<file path="config.mk">
export PLATFORM = sky130hd
export DESIGN_NAME = ssr_receiver
export DESIGN_NICKNAME = d
export VERILOG_FILES = /design/src/ssr_pkg.sv /design/src/ssr_receiver.sv
export SDC_FILE = /design/constraint.sdc
export NUM_CORES = 1
export LEC_CHECK = 0
export ABC_AREA = 1
export BUFFER_PORTS_ARGS = -buffer_cell sky130_fd_sc_hd__buf_2
export CORE_MARGIN = 5
export CORE_UTILIZATION = 40
export DETAILED_ROUTE_END_ITERATION = 8
export PLACE_DENSITY = 0.59
export SKIP_LAST_GASP = 1
export SYNTH_ARGS = -nofsm -noshare
export SYNTH_HDL_FRONTEND = slang
export SYNTH_SLANG_ARGS = --single-unit
export TNS_END_PERCENT = 50
</file>
<file path="constraint.sdc">
create_clock -name clk -period 4.1 [get_ports clk]
set_clock_uncertainty 0.2 [all_clocks]
set_input_delay 1.025 -clock clk [delete_from_list [all_inputs] [get_ports clk]]
set_output_delay 1.025 -clock clk [all_outputs]
set_load 0.01 [all_outputs]
</file>
<file path="src/ssr_pkg.sv">
// Purpose: Shared constants and types for the synchronous slave serial receiver
// Assumes: 8-bit register port, byte-wide registers at word indices below
// Notes:   Register map indices are local choices; bit positions follow the field layout
package ssr_pkg;

  // ----------------------------------------------------------------
  // Register map
  // ----------------------------------------------------------------
  localparam logic [3:0] SSR_ADDR_BAUD_CTRL   = 4'h0;
  localparam logic [3:0] SSR_ADDR_CORE_IRQ    = 4'h1;
  localparam logic [3:0] SSR_ADDR_PERIPH_PRIO = 4'h2;
  localparam logic [3:0] SSR_ADDR_PERIPH_EN   = 4'h3;
  localparam logic [3:0] SSR_ADDR_PERIPH_FLAG = 4'h4;
  localparam logic [3:0] SSR_ADDR_RX_HOLD     = 4'h5;
  localparam logic [3:0] SSR_ADDR_RX_STATUS   = 4'h6;
  localparam logic [3:0] SSR_ADDR_BAUD_LO     = 4'h7;
  localparam logic [3:0] SSR_ADDR_BAUD_HI     = 4'h8;
  localparam logic [3:0] SSR_ADDR_TX_STATUS   = 4'h9;
  localparam logic [3:0] SSR_ADDR_PIN_DIR     = 4'ha;
  localparam logic [3:0] SSR_ADDR_EVT_STATUS  = 4'hb;
  localparam logic [3:0] SSR_ADDR_EVT_MASK    = 4'hc;
  localparam logic [3:0] SSR_ADDR_SLEEP       = 4'hd;

  // ----------------------------------------------------------------
  // Field positions
  // ----------------------------------------------------------------
  localparam int SSR_RS_PORT_EN  = 7;
  localparam int SSR_RS_NINTH_EN = 6;
  localparam int SSR_RS_SINGLE   = 5;
  localparam int SSR_RS_CONT     = 4;
  localparam int SSR_RS_OVERRUN  = 1;
  localparam int SSR_RS_NINTH    = 0;
  localparam int SSR_TS_MASTER   = 7;
  localparam int SSR_TS_SYNC     = 4;
  localparam int SSR_CI_GLOBAL   = 7;
  localparam int SSR_CI_PERIPH   = 6;
  localparam int SSR_PI_RECV     = 5;
  localparam int SSR_PD_DATA     = 0;
  localparam int SSR_PD_CLK      = 1;
  localparam int SSR_EV_RECV     = 0;
  localparam int SSR_EV_OVERRUN  = 1;

  // ----------------------------------------------------------------
  // Reset values and counts
  // ----------------------------------------------------------------
  localparam logic [7:0] SSR_RST_BYTE    = 8'h00;
  localparam logic [7:0] SSR_RST_PIN_DIR = 8'h03;
  localparam logic [3:0] SSR_BITS_8      = 4'h8;
  localparam logic [3:0] SSR_BITS_9      = 4'h9;
  localparam logic [3:0] SSR_CNT_ZERO    = 4'h0;
  localparam logic [3:0] SSR_CNT_ONE     = 4'h1;

  // Receive state, Gray coded along idle -> shift -> transfer
  typedef enum logic [1:0]
  {
    SSR_IDLE  = 2'b00,
    SSR_SHIFT = 2'b01,
    SSR_MOVE  = 2'b11
  } ssr_state_t;

  // Register port request
  typedef struct packed
  {
    logic [3:0] addr;
    logic [7:0] wdata;
    logic       wr;
    logic       rd;
  } ssr_req_t;

  // Core wake and vector outputs
  typedef struct packed
  {
    logic wake;
    logic vector;
  } ssr_core_t;

endpackage

</file>
<file path="src/ssr_receiver.sv">
// Purpose: Synchronous slave receive path of a serial port, with register port
// Assumes: External master drives clock and data; pins sampled by the 20 MHz clock
// Notes:   Data is taken on the rising edge of the sampled clock pin
//
// The plain strobed port and the placing of the registers were left to the implementer.
`timescale 1ns/100ps
module ssr_receiver
(
  // Clock and reset
  input  wire logic           clk,
  input  wire logic           nrst,
  // Register port
  input  wire ssr_pkg::ssr_req_t req,
  output logic [7:0]          rdata,
  // Serial pins, never driven by this end
  input  wire logic           data_in,
  output logic                data_out,
  output logic                data_oe,
  input  wire logic           clk_in,
  output logic                clk_out,
  output logic                clk_oe,
  // Core signals
  output ssr_pkg::ssr_core_t  core,
  output logic                irq
);
  import ssr_pkg::*;

  // ----------------------------------------------------------------
  // Register storage
  // ----------------------------------------------------------------
  logic [7:0] baud_ctrl_q, core_irq_q, periph_prio_q, periph_en_q;
  logic [7:0] baud_lo_q, baud_hi_q, tx_status_q, pin_dir_q, evt_mask_q;
  logic [7:0] rx_ctrl_q;
  logic [7:0] hold_q;
  logic       hold_ninth_q;
  logic       recv_flag_q;
  logic       overrun_q;
  logic [1:0] evt_q;
  logic       sleep_q;
  logic [7:0] rdata_q;
  logic       irq_q;
  ssr_core_t  core_q;

  // Byte-wide write decode, used per register
  function automatic logic hit(input ssr_req_t r, input logic [3:0] a);
    hit = r.wr && (r.addr == a);
  endfunction

  // ----------------------------------------------------------------
  // Pin synchronisers and edge detect
  // ----------------------------------------------------------------
  logic [1:0] dsync_q, csync_q;
  logic       clk_prev_q;
  wire        dat_s     = dsync_q[1];
  wire        clk_s     = csync_q[1];
  wire        clk_rise  = clk_s && !clk_prev_q;

  // Two stages before any logic reads the pins
  always_ff @(posedge clk)
  begin
    if (!nrst)
    begin
      dsync_q    <= 2'b00;
      csync_q    <= 2'b00;
      clk_prev_q <= 1'b0;
    end
    else
    begin
      dsync_q    <= {dsync_q[0], data_in};
      csync_q    <= {csync_q[0], clk_in};
      clk_prev_q <= clk_s;
    end
  end

  // ----------------------------------------------------------------
  // Mode decode
  // ----------------------------------------------------------------
  wire port_en  = rx_ctrl_q[SSR_RS_PORT_EN];
  wire cont_en  = rx_ctrl_q[SSR_RS_CONT];
  wire ninth_en = rx_ctrl_q[SSR_RS_NINTH_EN];
  // Single-receive bit deliberately left out of the decode
  wire slave    = port_en && tx_status_q[SSR_TS_SYNC]
                  && !tx_status_q[SSR_TS_MASTER];
  // Once started the receiver runs on, sleep or not
  wire rx_run   = slave && cont_en;
  wire [3:0] word_bits = ninth_en ? SSR_BITS_9 : SSR_BITS_8;

  // ----------------------------------------------------------------
  // Receive shifter
  // ----------------------------------------------------------------
  ssr_state_t state_q, state_d;
  logic [8:0] shift_q;
  logic [3:0] cnt_q;
  wire        last_bit = clk_rise && (cnt_q == word_bits - SSR_CNT_ONE);
  wire        done     = (state_q == SSR_MOVE);

  // State sequencing; no idle return while running
  always_comb
  begin
    state_d = state_q;
    case (state_q)
      SSR_IDLE:  state_d = rx_run ? SSR_SHIFT : SSR_IDLE;
      SSR_SHIFT: state_d = !rx_run ? SSR_IDLE :
                           (last_bit ? SSR_MOVE : SSR_SHIFT);
      SSR_MOVE:  state_d = rx_run ? SSR_SHIFT : SSR_IDLE;
      default:   state_d = SSR_IDLE;
    endcase
  end

  // Bits arrive LSB first; word is right-aligned at completion
  always_ff @(posedge clk)
  begin
    if (!nrst || !rx_run)
    begin
      state_q <= SSR_IDLE;
      shift_q <= 9'h000;
      cnt_q   <= SSR_CNT_ZERO;
    end
    else
    begin
      state_q <= state_d;
      if (state_q == SSR_SHIFT && clk_rise)
      begin
        shift_q <= ninth_en ? {dat_s, shift_q[8:1]} : {1'b0, dat_s, shift_q[7:1]};
        cnt_q   <= last_bit ? SSR_CNT_ZERO : cnt_q + SSR_CNT_ONE;
      end
    end
  end

  // ----------------------------------------------------------------
  // Holding register, flag and overrun
  // ----------------------------------------------------------------
  wire rd_hold   = req.rd && (req.addr == SSR_ADDR_RX_HOLD);
  wire rd_evt    = req.rd && (req.addr == SSR_ADDR_EVT_STATUS);
  wire overrun_e = done && recv_flag_q && !rd_hold;
  // Word move only while holding is free; overrun keeps old data
  wire load      = done && (!recv_flag_q || rd_hold);

  always_ff @(posedge clk)
  begin
    if (!nrst || !port_en)
    begin
      hold_q       <= SSR_RST_BYTE;
      hold_ninth_q <= 1'b0;
      recv_flag_q  <= 1'b0;
      overrun_q    <= 1'b0;
    end
    else
    begin
      if (load)
      begin
        hold_q       <= shift_q[7:0];
        hold_ninth_q <= ninth_en & shift_q[8];
      end
      // Set wins over the read that clears
      recv_flag_q <= load || (recv_flag_q && !rd_hold);
      overrun_q   <= cont_en && (overrun_q || overrun_e);
    end
  end

  // ----------------------------------------------------------------
  // Interrupt, wake and event status
  // ----------------------------------------------------------------
  wire rc_en  = periph_en_q[SSR_PI_RECV];
  wire gl_en  = core_irq_q[SSR_CI_GLOBAL];
  wire pe_en  = core_irq_q[SSR_CI_PERIPH];
  wire irq_d  = recv_flag_q && rc_en && gl_en && pe_en;
  wire [1:0] evt_set = {overrun_e, load};
  wire [1:0] evt_pend = evt_q & evt_mask_q[1:0];
  // Wake only needs the receive enable; vector needs all three enables,
  // so a wake with the peripheral gate shut always resumes in line
  wire wake_d = sleep_q && recv_flag_q && rc_en;
  wire vec_d  = wake_d && gl_en && pe_en;

  always_ff @(posedge clk)
  begin
    if (!nrst)
    begin
      evt_q  <= 2'b00;
      irq_q  <= 1'b0;
      core_q <= '0;
    end
    else
    begin
      // Read clears, new events survive the clearing read
      evt_q  <= evt_set | (rd_evt ? 2'b00 : evt_q);
      irq_q  <= irq_d || (|evt_pend);
      core_q <= '{wake: wake_d, vector: vec_d};
    end
  end

  // ----------------------------------------------------------------
  // Software registers
  // ----------------------------------------------------------------
  always_ff @(posedge clk)
  begin
    if (!nrst)
    begin
      baud_ctrl_q   <= SSR_RST_BYTE;
      core_irq_q    <= SSR_RST_BYTE;
      periph_prio_q <= SSR_RST_BYTE;
      periph_en_q   <= SSR_RST_BYTE;
      baud_lo_q     <= SSR_RST_BYTE;
      baud_hi_q     <= SSR_RST_BYTE;
      tx_status_q   <= SSR_RST_BYTE;
      rx_ctrl_q     <= SSR_RST_BYTE;
      pin_dir_q     <= SSR_RST_PIN_DIR;
      evt_mask_q    <= SSR_RST_BYTE;
      sleep_q       <= 1'b0;
    end
    else
    begin
      if (hit(req, SSR_ADDR_BAUD_CTRL))   baud_ctrl_q   <= req.wdata;
      if (hit(req, SSR_ADDR_CORE_IRQ))    core_irq_q    <= req.wdata;
      if (hit(req, SSR_ADDR_PERIPH_PRIO)) periph_prio_q <= req.wdata;
      if (hit(req, SSR_ADDR_PERIPH_EN))   periph_en_q   <= req.wdata;
      if (hit(req, SSR_ADDR_BAUD_LO))     baud_lo_q     <= req.wdata;
      if (hit(req, SSR_ADDR_BAUD_HI))     baud_hi_q     <= req.wdata;
      if (hit(req, SSR_ADDR_TX_STATUS))   tx_status_q   <= req.wdata;
      if (hit(req, SSR_ADDR_RX_STATUS))   rx_ctrl_q     <= req.wdata;
      if (hit(req, SSR_ADDR_PIN_DIR))     pin_dir_q     <= req.wdata;
      if (hit(req, SSR_ADDR_EVT_MASK))    evt_mask_q    <= req.wdata;
      // Sleep ends when the wake fires
      if (hit(req, SSR_ADDR_SLEEP))       sleep_q       <= req.wdata[0];
      else if (core_q.wake)               sleep_q       <= 1'b0;
    end
  end

  // ----------------------------------------------------------------
  // Read mux
  // ----------------------------------------------------------------
  logic [7:0] rmux;
  always_comb
  begin
    rmux = SSR_RST_BYTE;
    case (req.addr)
      SSR_ADDR_BAUD_CTRL:   rmux = baud_ctrl_q;
      SSR_ADDR_CORE_IRQ:    rmux = core_irq_q;
      SSR_ADDR_PERIPH_PRIO: rmux = periph_prio_q;
      SSR_ADDR_PERIPH_EN:   rmux = periph_en_q;
      SSR_ADDR_PERIPH_FLAG: rmux = 8'(recv_flag_q) << SSR_PI_RECV;
      SSR_ADDR_RX_HOLD:     rmux = hold_q;
      SSR_ADDR_RX_STATUS:   rmux = {rx_ctrl_q[7:2], overrun_q, hold_ninth_q};
      SSR_ADDR_BAUD_LO:     rmux = baud_lo_q;
      SSR_ADDR_BAUD_HI:     rmux = baud_hi_q;
      SSR_ADDR_TX_STATUS:   rmux = tx_status_q;
      SSR_ADDR_PIN_DIR:     rmux = pin_dir_q;
      SSR_ADDR_EVT_STATUS:  rmux = {6'h00, evt_q};
      SSR_ADDR_EVT_MASK:    rmux = evt_mask_q;
      SSR_ADDR_SLEEP:       rmux = {7'h00, sleep_q};
      default:              rmux = SSR_RST_BYTE;
    endcase
  end

  // Read data valid only the cycle after the strobe
  always_ff @(posedge clk)
  begin
    if (!nrst) rdata_q <= SSR_RST_BYTE;
    else       rdata_q <= req.rd ? rmux : SSR_RST_BYTE;
  end

  // ----------------------------------------------------------------
  // Outputs; slave receiver never drives its pins
  // ----------------------------------------------------------------
  logic pins_q;
  always_ff @(posedge clk)
  begin
    if (!nrst) pins_q <= 1'b0;
    else       pins_q <= 1'b0;
  end
  assign data_out = pins_q;
  assign data_oe  = pins_q;
  assign clk_out  = pins_q;
  assign clk_oe   = pins_q;
  assign rdata    = rdata_q;
  assign irq      = irq_q;
  assign core     = core_q;

  // ----------------------------------------------------------------
  // Assertions
  // ----------------------------------------------------------------
  property p_idle_never;
    @(posedge clk) disable iff (!nrst) rx_run |=> state_q != SSR_IDLE;
  endproperty
  a_idle_never: assert property (p_idle_never) else $error("receiver idled");

  property p_no_start;
    @(posedge clk) disable iff (!nrst) !rx_run |=> state_q == SSR_IDLE;
  endproperty
  a_no_start: assert property (p_no_start) else $error("started without enable");

  property p_move;
    @(posedge clk) disable iff (!nrst)
      (done && !recv_flag_q && port_en) |=> hold_q == $past(shift_q[7:0]);
  endproperty
  a_move: assert property (p_move) else $error("word not moved");

  property p_flag;
    @(posedge clk) disable iff (!nrst) load && port_en |=> recv_flag_q;
  endproperty
  a_flag: assert property (p_flag) else $error("flag not set");

  property p_irq;
    @(posedge clk) disable iff (!nrst) irq_d |=> irq;
  endproperty
  a_irq: assert property (p_irq) else $error("interrupt missing");

  property p_ovr_clr;
    @(posedge clk) disable iff (!nrst) !cont_en |=> !overrun_q;
  endproperty
  a_ovr_clr: assert property (p_ovr_clr) else $error("overrun kept");

  property p_port_rst;
    @(posedge clk) disable iff (!nrst) !port_en |=> !recv_flag_q && !overrun_q;
  endproperty
  a_port_rst: assert property (p_port_rst) else $error("port not reset");

  property p_vector;
    @(posedge clk) disable iff (!nrst) core.vector |-> core.wake && $past(gl_en);
  endproperty
  a_vector: assert property (p_vector) else $error("bad vector");

  property p_wake;
    @(posedge clk) disable iff (!nrst) wake_d |=> core.wake;
  endproperty
  a_wake: assert property (p_wake) else $error("no wake");

  property p_pins;
    @(posedge clk) disable iff (!nrst) !data_oe && !clk_oe;
  endproperty
  a_pins: assert property (p_pins) else $error("pin driven");

  // Vector only ever follows a cycle with every enable open
  property p_vec_gate;
    @(posedge clk) disable iff (!nrst) core.vector |-> $past(gl_en && pe_en && rc_en);
  endproperty
  a_vec_gate: assert property (p_vec_gate) else $error("vector not gated");

  // Top bit of a nine-bit word lands in the status field
  property p_ninth;
    @(posedge clk) disable iff (!nrst)
      (load && port_en && ninth_en) |=> hold_ninth_q == $past(shift_q[8]);
  endproperty
  a_ninth: assert property (p_ninth) else $error("ninth bit lost");

  // Holding read returns the stored byte one cycle later
  property p_rd_hold;
    @(posedge clk) disable iff (!nrst)
      rd_hold |=> rdata == $past(hold_q);
  endproperty
  a_rd_hold: assert property (p_rd_hold) else $error("holding read wrong");

  // An overrunning word never replaces unread data
  property p_keep;
    @(posedge clk) disable iff (!nrst)
      (overrun_e && port_en) |=> hold_q == $past(hold_q);
  endproperty
  a_keep: assert property (p_keep) else $error("unread word replaced");

  c_word:    cover property (@(posedge clk) disable iff (!nrst) load);
  c_ninth:   cover property (@(posedge clk) disable iff (!nrst) load && ninth_en);
  c_overrun: cover property (@(posedge clk) disable iff (!nrst) overrun_e);
  c_wake:    cover property (@(posedge clk) disable iff (!nrst) core.wake);
  c_vector:  cover property (@(posedge clk) disable iff (!nrst) core.vector);

endmodule

</file>
======== Word-level counts from Yosys, hierarchy flattened ========
Index checks and enable logic that the tools add are counted.
Widths: inputs -> output; s select.
word-level totals
  bits in writable memories ............... 0
  memory bits (read-only) ................. 0
  memories kept ........................... 0
  bits in latches ......................... 0
  logic and storage cells ................. 108
  output and inout port bits .............. 15
  register bits after elaboration ......... 125
  input bits .............................. 18
operators by class
  multiplexer cells ....................... 11
  multipliers ............................. 0
  shift-type cells ........................ 0
  order comparisons ....................... 0
  eq/ne operators ......................... 16
  bitwise logic cells ..................... 3
  divide/modulo/power cells ............... 0
  reductions and logical operators ........ 50
  $add $sub $neg .......................... 2
operators with widths
  cell                 count
  $pmux 8 s14          1
  $logic_and 1x1->1    31
  $eq 4x4->1 const B   6
  $eq 4x3->1 const B   4
  $mux 9               1
  $eq 4x2->1 const B   2
  $logic_not 1->1      7
  $logic_or 1x1->1     6
  $mux 2               3
  $add 4x1->4 const B  1
  $eq 4x1->1 const B   1
  $eq 4x4->1           1
  $logic_not 4->1      1
  $mux 1               4
  $mux 4               1
  $pmux 2 s2           1
  $reduce_or 2->1      2
  $sub 4x1->4 const B  1
  $and 2x2->2          1
  $eq 2x1->1 const B   1
  $eq 2x2->1 const B   1
  $logic_not 2->1      1
  $or 2x2->2           1
  $reduce_and 2->1     1
  2 further kinds      2

======== Depth between registers and ports, before layout ========
Gate-level depths: netlist of run 1.
  depth in word-level cells ............... 7
  gate-level depth with buffers ........... 10
  mapped depth without buffers ............ 10

======== Worst setup path after synthesis of run 1 ========
Ideal clock, no wire load.
  path kind ............................... input-to-reg
  start ................................... input nrst
  end ..................................... register state_q[1]
  data required time ...................... 3836 ps
  path slack .............................. 1844 ps
  buffers on the path ..................... 1
  arrival ................................. 1992 ps
  library setup time ...................... 64 ps
  cell stages on the path ................. 8
  cells stage by stage .................... buf_2 -> nand2_2 -> inv_2 -> nand2_1 -> nor3_2 -> inv_2 -> or2_1 -> nor2_1
between the ends
  cells in the longest elaborated chain, start to end .. 2
RTL lines
  element                 line                 source
  start: declaration      ssr_receiver.sv:11   input wire logic nrst,
  $logic_not 1->1         -
  $logic_or 1x1->1        ssr_receiver.sv:113  if (!nrst || !rx_run)
  end signal: assignment  ssr_receiver.sv:121  state_q <= state_d;
  end: declaration        ssr_receiver.sv:91   ssr_state_t state_q, state_d;
Every way passes these cells.
A chain may end at the register's enable or synchronous reset.

======== Worst setup path after layout of run 1 ========
  start ................................... input req[10] in the netlist's numbering
  end ..................................... register hold_q[0]
between the ends
  cells in the longest elaborated chain, start to end .. 4
RTL lines
  element                 line                 source
  start: declaration      ssr_receiver.sv:13   input wire ssr_pkg::ssr_req_t req,
  $eq 4x3->1              ssr_receiver.sv:133  wire rd_hold = req.rd && (req.addr == SSR_ADDR_RX_HOLD);
  $logic_and 1x1->1       ssr_receiver.sv:133
  $logic_or 1x1->1        ssr_receiver.sv:137  wire load = done && (!recv_flag_q || rd_hold);
  $logic_and 1x1->1       ssr_receiver.sv:137
  end signal: assignment  ssr_receiver.sv:152  hold_q <= shift_q[7:0];
  end: declaration        ssr_receiver.sv:34   logic [7:0] hold_q;
Every way passes these cells.

==> flow_metrics.py, run 1 <==
metrics = {
    "clock_tree": {
        "hold_buffers": 0,
        "cts_buffers": 17,
        "cts_setup_buffers": 0,
        "cts_tree": "built",
        "clk_latency_ns": 0.42,
        "clock-sinks": 123,
        "cts_resized": 0,
        "clk_path_buf_depth": 2,
        "cts-root-buf": "clkbuf_16",
        "clk_pin_slew_worst_paths_ns": 0.05,
        "htreeDepth": 4,
    },
    "drt": {
        "routed_wl_um": 15000,
        "via_per_inst": 5.15,
        "dr_total_vias": 4998,
        "wl_per_cell_um": 15.4,
        "drt_iter0_markers": 446,
        "drc_errors": 0,
        "firstDrtPassIters": 4,
        "ant_nets": 0,
    },
    "yosys": {
        "synthSimpleGateAreaFrac": 0.313,
        "synth_edf_count": 0,
        "synth-seq-area-share": 0.458,
        "ys_top_cells_by_count": "nand2_1, nand3_1, dfxtp_1",
        "synth_fa_ha_area_frac": 0.00932,
        "synth_mux_area_frac": 0,
        "synthXorXnorAreaFrac": 0.00489,
        "synth.yosys.warnings": 0,
        "synth_top_family_by_area": "simple AND/OR/NAND/NOR gates",
        "syn_area_mm2": 0.00537,
        "synth_top_area_frac": 0.458,
        "ys_types": 26,
        "ys_top_cells_by_area": "dfxtp_1, nand2_1, nand3_1, a21oi_1, inv_1",
        "yosys.area.top_type": "dfxtp_1",
        "yosysMostFrequentCell": "nand2_1",
        "syn_avg_cell_area_um2": 6.95,
        "ys_seq_elements": 123,
        "ys.flop_type": "dfxtp_1",
        "syn_inst": 773,
        "synth_compound_area_frac": 0.125,
        "async_reset_ff_frac": 0,
    },
    "timing": {
        "tns_ns": 0,
        "holdWs_ns": 0.215,
        "rsz0062_at_grt": "false",
        "worst_pin_slew_ns": 0.845,
        "slew_viol_final": 0,
        "timing.slew.headroom": 0.434,
        "min_period_ns": 2.68,
        "fmax_mhz": 374,
        "hold_viol": 0,
        "setup_viol": 0,
        "fin_crit_sh": 0.653,
    },
    "run_status": {
        "run_status": "finished, final reports clean",
    },
    "grt": {
        "gr-usage-all-layers": 0.192,
        "grt_overflow_total": 0,
        "antenna_found_initial": 0,
        "grt_first_pass_wirelength_um": 23900,
        "grt_max_degree": 34,
        "grt_pass1_vias": 4607,
    },
    "floorplanning": {
        "fp.dieW_um": 126,
        "core_area_mm2": 0.0132,
        "die_area_mm2": 0.0158,
        "die_h_um": 126,
        "start_util": 0.407,
        "num_io_pins": 33,
        "rows": 42,
    },
    "setup_path": {
        "cp-start-kind": "input port",
        "cp_cell_sequence": "buf_2, inv_1, nor2_2, nand2_2, o21ai_2, nand2_1, nand2_1, a21oi_1",
        "rr_endpoint": "cnt_q[1]",
        "rrSetupSlack_ns": 2.11,
        "r2r_start": "state_q[1]",
        "critPathMaxStageDelay_ns": 0.43,
        "crit_required_ns": 4.20,
        "crit_top_cell": "nand2_1",
        "path_class": "in2reg",
        "crit_arrival_ns": 2.77,
        "path_max_fanout": 13,
        "endpoint_kind": "flip-flop",
        "rr_worst_depth": 9,
        "slowest_stage": "nor2_2",
    },
    "place": {
        "portBuffers": 28,
        "place.gp.congestion": 0.852,
        "placed_cell_area_mm2": 0.00558,
        "post-dp-hpwl_um": 10200,
    },
    "power_and_ir_drop": {
        "p_sw_frac": 0.216,
        "clockPowerShare": 0.539,
        "powerDensity_mw_per_mm2": 473,
        "power_frac_seq": 0.416,
        "power_frac_comb": 0.046,
        "ir_drop_mv": 0.271,
        "p_leak_nw": 2.49,
        "power.total_mw": 2.93,
        "p_int_mw": 2.30,
        "switchingPower_uw": 635,
    },
    "worst_hold_path": {
        "hold_path_depth": 2,
        "min-delay-start": "csync_q[0]",
        "hold_path_class": "reg2reg",
        "worst_hold_path.endpoint": "csync_q[1]",
    },
    "layout": {
        "num_antenna_cells": 0,
        "drive_above_1_share": 0.0995,
        "fillCellCount": 1322,
        "final_nets": 804,
        "design_area_mm2": 0.00620,
        "syn2layout_area_growth_pct": 15.5,
        "fin_util": 0.470,
    },
    "job": {
        "drv_cap": 0,
    },
}
metrics by stage:
step	setup slack, ns	instances
floorplan	1.84	776
finish	1.42	970
global route	1.16	970
detailed placement	1.03	939
global placement	1.09	939
CTS	1.46	970
placed cells by master (no fill, tap or decap), types with 2 or more instances in the layout:
cell / instances
nand2_1: 191
nand3_1: 132
dfxtp_1: 123
a21oi_1: 97
inv_1: 65
nor2_1: 54
o21ai_0: 33
buf_2: 28
clkbuf_16: 17
buf_4: 8
nor2_2: 6
ha_1: 4
conb_1: 4
clkinv_2: 4
bufinv_16: 4
inv_2: 3
nand2_2: 3
clkbuf_8: 3
clkbuf_1: 3
nand4_1: 2
xnor2_1: 2
worst max path at each step:
stage,start,to,slack (ns),cells after the start
3_5_place_dp,req[10],hold_q[2],1.03,8
3_3_place_gp,req[10],hold_q[5],1.09,8
4_1_cts,req[10],hold_q[6],1.46,8
5_1_grt,req[10],hold_q[2],1.16,8
2_1_floorplan,nrst,state_q[1],1.84,8
6_report,req[10],hold_q[0],1.42,8
kinds of logic (layout without fill, tap and decap cells):
kind of cell	after synthesis	count (layout)
fa+ha+maj	4	4
compound gates	133	133
simple gates	392	392
xor+xnor	3	3
other cells	1	4
flops	123	123
buf+inv	117	135
power by group through the flow:
stage	clock network [mW]	logic, mW	registers [mW]
6_report	1.58	0.133	1.22
5_1_grt	1.66	0.147	1.22
3_3_place_gp	0	0.130	1.24
2_1_floorplan	0	0.0909	1.24
4_1_cts	1.60	0.132	1.22
3_5_place_dp	0	0.132	1.24
worst max-delay path: cells and delay by family:
family | cells | cell delay, ns
AO/OA/AOI/OAI | 2 | 0.48
AND/OR/NAND/NOR | 4 | 1.07
buffers and inverters | 2 | 0.20
final cells by class:
class                   instances  area [um^2]  share of cell area
multi-input cells             536         2450               0.394
clock buffers                  23          478              0.0771
well taps                     176          220              0.0355
repair buffers                 36          200              0.0323
flip-flops and latches        123         2460               0.397
clock inverters                 8          140              0.0226
inverters                      68          255              0.0412
flip-flops by register name, summed over array words and instances, names as in the netlist, 2 cells and up:
| register | flops |
|---|---|
| rdata | 8 |
| csync_q | 2 |
| shift_q | 9 |
| baud_hi_q | 8 |
| dsync_q | 2 |
| pin_dir_q | 8 |
| state_q | 2 |
| baud_ctrl_q | 8 |
| cnt_q | 4 |
| evt_q | 2 |
| periph_en_q | 8 |
| core | 2 |
| hold_q | 8 |
| core_irq_q | 8 |
| evt_mask_q | 8 |
| periph_prio_q | 8 |
| baud_lo_q | 8 |
| tx_status_q | 8 |
| rx_ctrl_q | 6 |
per-layer routing:
metal	vias to the layer above	part of all wire	track usage	wire (um)
met1	2316	0.48	0.259	7120
li1	2517	-	-	-
met2	139	0.45	0.294	6720
met5	-	0	0	0
met4	0	0.023	0.0713	340
met3	26	0.053	0.0525	795
No activity file was read; power rests on OpenSTA's default activity.
==> inputs of run 2 (changes only) <==
PLACE_DENSITY = 0.62   (was 0.59)
clock period = 2.36 ns   (was 4.1 ns; I/O delays follow)
==> run 2 against run 1 <==
Against the previous run: flip-flop and latch count did not move; global-route usage rose by 0.66 points; register-to-register slack got worse by 1.5 ns; die area did not move; via count rose by 4.8%; sequential share of layout area fell by 0.90 points; design area rose by 2.3%; non-clock buffer count rose by 15; total power rose by 73%; worst setup slack got worse by 0.83 ns; worst hold slack got worse by 0.064 ns; critical path type unchanged; largest cell class unchanged.
==> flow_metrics.py, run 2 (same netlist as run 1, synthesis figures left out) <==
metrics = {
    "run_status": {
        "run_status": "finished, final reports clean",
    },
    "timing": {
        "worst_pin_slew_ns": 0.498,
        "rsz0062_at_grt": "false",
        "min_period_ns": 1.76,
        "hold_viol": 0,
        "timing.slew.headroom": 0.667,
        "tns_ns": 0,
        "fmax_mhz": 567,
        "slew_viol_final": 0,
        "setup_viol": 0,
        "holdWs_ns": 0.151,
        "setup_slack_ns": 0.598,
        "fin_crit_sh": 0.747,
    },
    "grt": {
        "grt_overflow_total": 0,
        "grt_max_degree": 57,
        "grt_pass1_vias": 5065,
        "antenna_found_initial": 0,
        "grt_first_pass_wirelength_um": 25300,
        "gr-usage-all-layers": 0.198,
    },
    "layout": {
        "final_cell_mix": "nand2_1, nand3_1, dfxtp_1, a21oi_1, inv_1",
        "largest_register_ffs": 9,
        "fin_util": 0.481,
        "final_common_cell": "nand2_1",
        "num_antenna_cells": 0,
        "final_nets": 819,
        "ff_latch_area_mm2": 0.00246,
        "multi_input_area_mm2": 0.00245,
        "syn2layout_area_growth_pct": 18.1,
        "final_cell_count_no_fill": 986,
        "drive_above_1_share": 0.121,
        "largest_register": "shift_q",
        "fillCellCount": 1328,
    },
    "clock_tree": {
        "cts_setup_buffers": 0,
        "clock-sinks": 123,
        "cts_tree": "built",
        "clk_pin_slew_worst_paths_ns": 0.06,
        "clk_path_buf_depth": 2,
        "htreeDepth": 4,
        "cts_resized": 0,
        "cts-root-buf": "clkbuf_16",
        "hold_buffers": 0,
        "clk_latency_ns": 0.42,
        "cts_buffers": 17,
    },
    "setup_path": {
        "path_max_fanout": 16,
        "setup.worst_path.start": "req[10]",
        "crit_arrival_ns": 1.85,
        "slowest_stage": "nand3_1",
        "cp-start-kind": "input port",
        "rr_worst_depth": 7,
        "rr_endpoint": "state_q[0]",
        "cp_cell_sequence": "buf_2, nand2_1, inv_1, buf_4, nand3_1, o21ai_0, a21oi_1",
        "rrSetupSlack_ns": 0.61,
        "endpoint_kind": "flip-flop",
        "endpoint": "periph_en_q[1]",
        "critPathMaxStageDelay_ns": 0.38,
        "r2r_start": "rx_ctrl_q[7]",
        "crit_required_ns": 2.45,
        "path_class": "in2reg",
    },
    "floorplanning": {
        "num_io_pins": 33,
        "die_h_um": 126,
        "core_area_mm2": 0.0132,
        "fp.dieW_um": 126,
        "start_util": 0.407,
        "rows": 42,
        "die_area_mm2": 0.0158,
    },
    "drt": {
        "ant_nets": 0,
        "drc_errors": 0,
        "firstDrtPassIters": 5,
        "wl_per_cell_um": 15.7,
        "routed_wl_um": 15500,
        "drt_iter0_markers": 535,
        "dr_total_vias": 5238,
        "via_per_inst": 5.31,
    },
    "place": {
        "pre_cts_ws_ns": 0.189,
        "post-dp-hpwl_um": 10700,
        "dpl.cell_count": 954,
        "place.gp.congestion": 0.916,
        "portBuffers": 28,
    },
    "power_and_ir_drop": {
        "p_leak_nw": 2.56,
        "ir_drop_mv": 0.523,
        "powerDensity_mw_per_mm2": 798,
    },
    "worst_hold_path": {
        "hold_path_class": "in2reg",
        "min-delay-start": "clk_in",
    },
    "job": {
        "drv_cap": 0,
    },
}
## run 2: critical path: cells and delay by family
family | cells | cell delay [ns]
simple gates | 2 | 0.48
buf+inv | 3 | 0.39
compound gates | 2 | 0.39
## run 2: through the flow
step	cell area (um^2)	power (mW)
after CTS	6350	5.09
after global routing	6350	5.22
after global placement	5730	2.41
final	6350	5.06
after detailed placement	5730	2.41
after floorplan	5380	2.32
## run 2: metal layers
layer / global-route usage / routed length, um / vias up
met1: 0.264 / 7010 / 2451
met2: 0.303 / 6920 / 210
met3: 0.0529 / 1150 / 28
met5: 0 / 0 / -
met4: 0.0896 / 433 / 0
li1: - / - / 2549
## run 2: power breakdown
group	switching (mW)	internal (mW)
logic	0.184	0.0679
registers	0.0150	2.10
clock network	0.958	1.73
total	1.16	3.90
## run 2: how the worst min path moves through the flow
stage / end / slack (ns) / depth (start not counted)
after global routing: csync_q[0] / 0.16 / 3
after global placement: csync_q[1] / 0.19 / 2
final: csync_q[0] / 0.15 / 3
after floorplan: csync_q[1] / 0.19 / 2
after CTS: csync_q[0] / 0.14 / 3
after detailed placement: csync_q[1] / 0.20 / 2
## run 2: layout make-up
type,count,area share
multi-input cells,536,0.385
well taps,176,0.0347
flip-flops and latches,123,0.388
repair buffers,51,0.0552
clock buffers,20,0.0735
clock inverters,12,0.0229
inverters,68,0.0402
==> inputs of run 3 (changes only) <==
PLACE_DENSITY = 0.59   (was 0.62)
clock period = 1.74 ns   (was 2.36 ns; I/O delays follow)
==> run 3 against run 2 <==
Against the previous run: largest cell class unchanged; highest routed layer is now met5; flip-flop and latch count is the same; clock power grew 20%; routed wire length grew 1.7%; combinational power grew 56%.
==> flow_metrics.py, run 3 (same netlist as run 1, synthesis figures left out) <==
metrics = {
    "run_status": {
        "run_status": "finished, final reports clean",
    },
    "power_and_ir_drop": {
        "power_frac_comb": 0.061,
        "switchingPower_mw": 1.50,
        "power.total_mw": 6.49,
        "powerDensity_mw_per_mm2": 990,
        "p_sw_frac": 0.231,
        "clockPowerShare": 0.497,
        "power_frac_seq": 0.443,
        "p_leak_nw": 2.70,
        "p_int_mw": 5.00,
        "ir_drop_mv": 0.632,
    },
    "grt": {
        "grt_pass1_vias": 4988,
        "gr-usage-all-layers": 0.202,
        "grt_max_degree": 34,
        "antenna_found_initial": 2,
        "grt_overflow_total": 0,
        "grt_first_pass_wirelength_um": 25400,
    },
    "clock_tree": {
        "cts_setup_buffers": 0,
        "htreeDepth": 4,
        "cts-root-buf": "clkbuf_16",
        "cts_tree": "built",
        "cts_resized": 0,
        "clk_path_buf_depth": 2,
        "clk_pin_slew_worst_paths_ns": 0.05,
        "clock-sinks": 123,
        "cts_buffers": 17,
        "clk_latency_ns": 0.42,
        "hold_buffers": 2,
    },
    "timing": {
        "hold_viol": 0,
        "min_period_ns": 1.56,
        "slew_viol_final": 0,
        "rsz0062_at_grt": "false",
        "holdWs_ns": 0.0953,
        "tns_ns": 0,
        "setup_viol": 0,
        "fmax_mhz": 642,
        "fin_crit_sh": 0.896,
        "setup_slack_ns": 0.182,
    },
    "drt": {
        "drc_errors": 0,
        "dr_total_vias": 5222,
        "via_per_inst": 5.14,
        "ant_nets": 0,
        "wl_per_cell_um": 15.5,
        "drt_iter0_markers": 492,
        "firstDrtPassIters": 7,
        "routed_wl_um": 15800,
    },
    "layout": {
        "design_area_mm2": 0.00656,
        "largest_register": "shift_q",
        "syn2layout_area_growth_pct": 22.1,
        "final_cell_mix": "nand2_1, nand3_1, dfxtp_1, a21oi_1, inv_1",
        "final_cell_count_no_fill": 1015,
        "largest_register_ffs": 9,
        "fin_util": 0.497,
        "fillCellCount": 1311,
        "final_nets": 848,
        "drive_above_1_share": 0.144,
        "final_common_cell": "nand2_1",
    },
    "place": {
        "place.gp.congestion": 0.929,
        "portBuffers": 28,
        "placed_cell_area_mm2": 0.00600,
        "post-dp-hpwl_um": 11300,
        "dpl.cell_count": 981,
        "pre_cts_ws_ns": -0.161,
    },
    "worst_hold_path": {
        "min-delay-start": "req[0]",
        "worst_hold_path.endpoint": "rdata[0]",
        "hold_path_depth": 3,
        "hold_path_class": "in2reg",
    },
    "floorplanning": {
        "die_h_um": 126,
        "die_area_mm2": 0.0158,
        "core_area_mm2": 0.0132,
        "start_util": 0.407,
        "fp.dieW_um": 126,
        "rows": 42,
        "num_io_pins": 33,
    },
    "setup_path": {
        "crit_top_cell": "nor2_1",
        "rrSetupSlack_ns": 0.18,
        "slowest_stage": "dfxtp_1",
        "cp_cell_sequence": "inv_1, ha_1, inv_1, nor2_1, nand2_1, buf_4, nor2_1, xnor2_1, nor2_1",
        "critPathMaxStageDelay_ns": 0.33,
        "cp_num_buf_inv": 3,
        "path_delay_family": "simple AND/OR/NAND/NOR gates",
        "r2r_start": "state_q[1]",
        "rr_worst_depth": 9,
        "path_class": "reg2reg",
        "endpoint_kind": "flip-flop",
        "cp-start-kind": "flip-flop",
        "rr_endpoint": "cnt_q[3]",
        "path_max_fanout": 11,
        "crit_required_ns": 1.85,
        "crit_arrival_ns": 1.67,
    },
    "job": {
        "drv_cap": 0,
    },
}
[run 3: worst reg2reg max path, delay by kind of cell, from the launching register on]
family / cells / cell delay [ns]
flops: 1 / 0.33
fa+ha+maj: 1 / 0.16
xor+xnor: 1 / 0.14
simple gates: 4 / 0.34
buf+inv: 3 / 0.30
[run 3: worst max path at each step]
| stage | from | cells past startpoint | endpoint | slack (ns) |
|---|---|---|---|---|
| 2_1_floorplan | nrst | 8 | state_q[1] | 0.07 |
| 3_3_place_gp | req[11] | 11 | rdata[0] | -0.15 |
| 3_5_place_dp | req[11] | 11 | rdata[0] | -0.16 |
| 4_1_cts | state_q[1] | 9 | cnt_q[3] | 0.16 |
| 5_1_grt | state_q[0] | 8 | cnt_q[3] | 0.02 |
| 6_report | state_q[1] | 9 | cnt_q[3] | 0.18 |
[run 3: power by group through the flow]
| stage | clock, mW | combinational, mW | sequential, mW |
|---|---|---|---|
| global route | 3.40 | 0.427 | 2.88 |
| CTS | 3.27 | 0.388 | 2.87 |
| detailed placement | 0 | 0.383 | 2.93 |
| floorplan | 0 | 0.214 | 2.93 |
| global placement | 0 | 0.379 | 2.93 |
| finish | 3.22 | 0.393 | 2.88 |
[run 3: layout make-up]
cell class | count | area, um^2 | area share
Clock inverter | 9 | 72.6 | 0.0111
Timing Repair Buffer | 80 | 636 | 0.0969
Multi-Input combinational cell | 536 | 2450 | 0.373
Clock buffer | 22 | 464 | 0.0708
Antenna cell | 1 | 2.50 | 0.000382
Inverter | 68 | 255 | 0.0389
Tap cell | 176 | 220 | 0.0336
Sequential cell | 123 | 2460 | 0.375
[run 3: layer usage]
layer	vias to the layer above	global-route usage	wire, um
li1	2607	-	-
met1	2406	0.261	7020
met2	170	0.320	7210
met3	37	0.0563	1080
met4	2	0.0826	467
met5	-	0	7
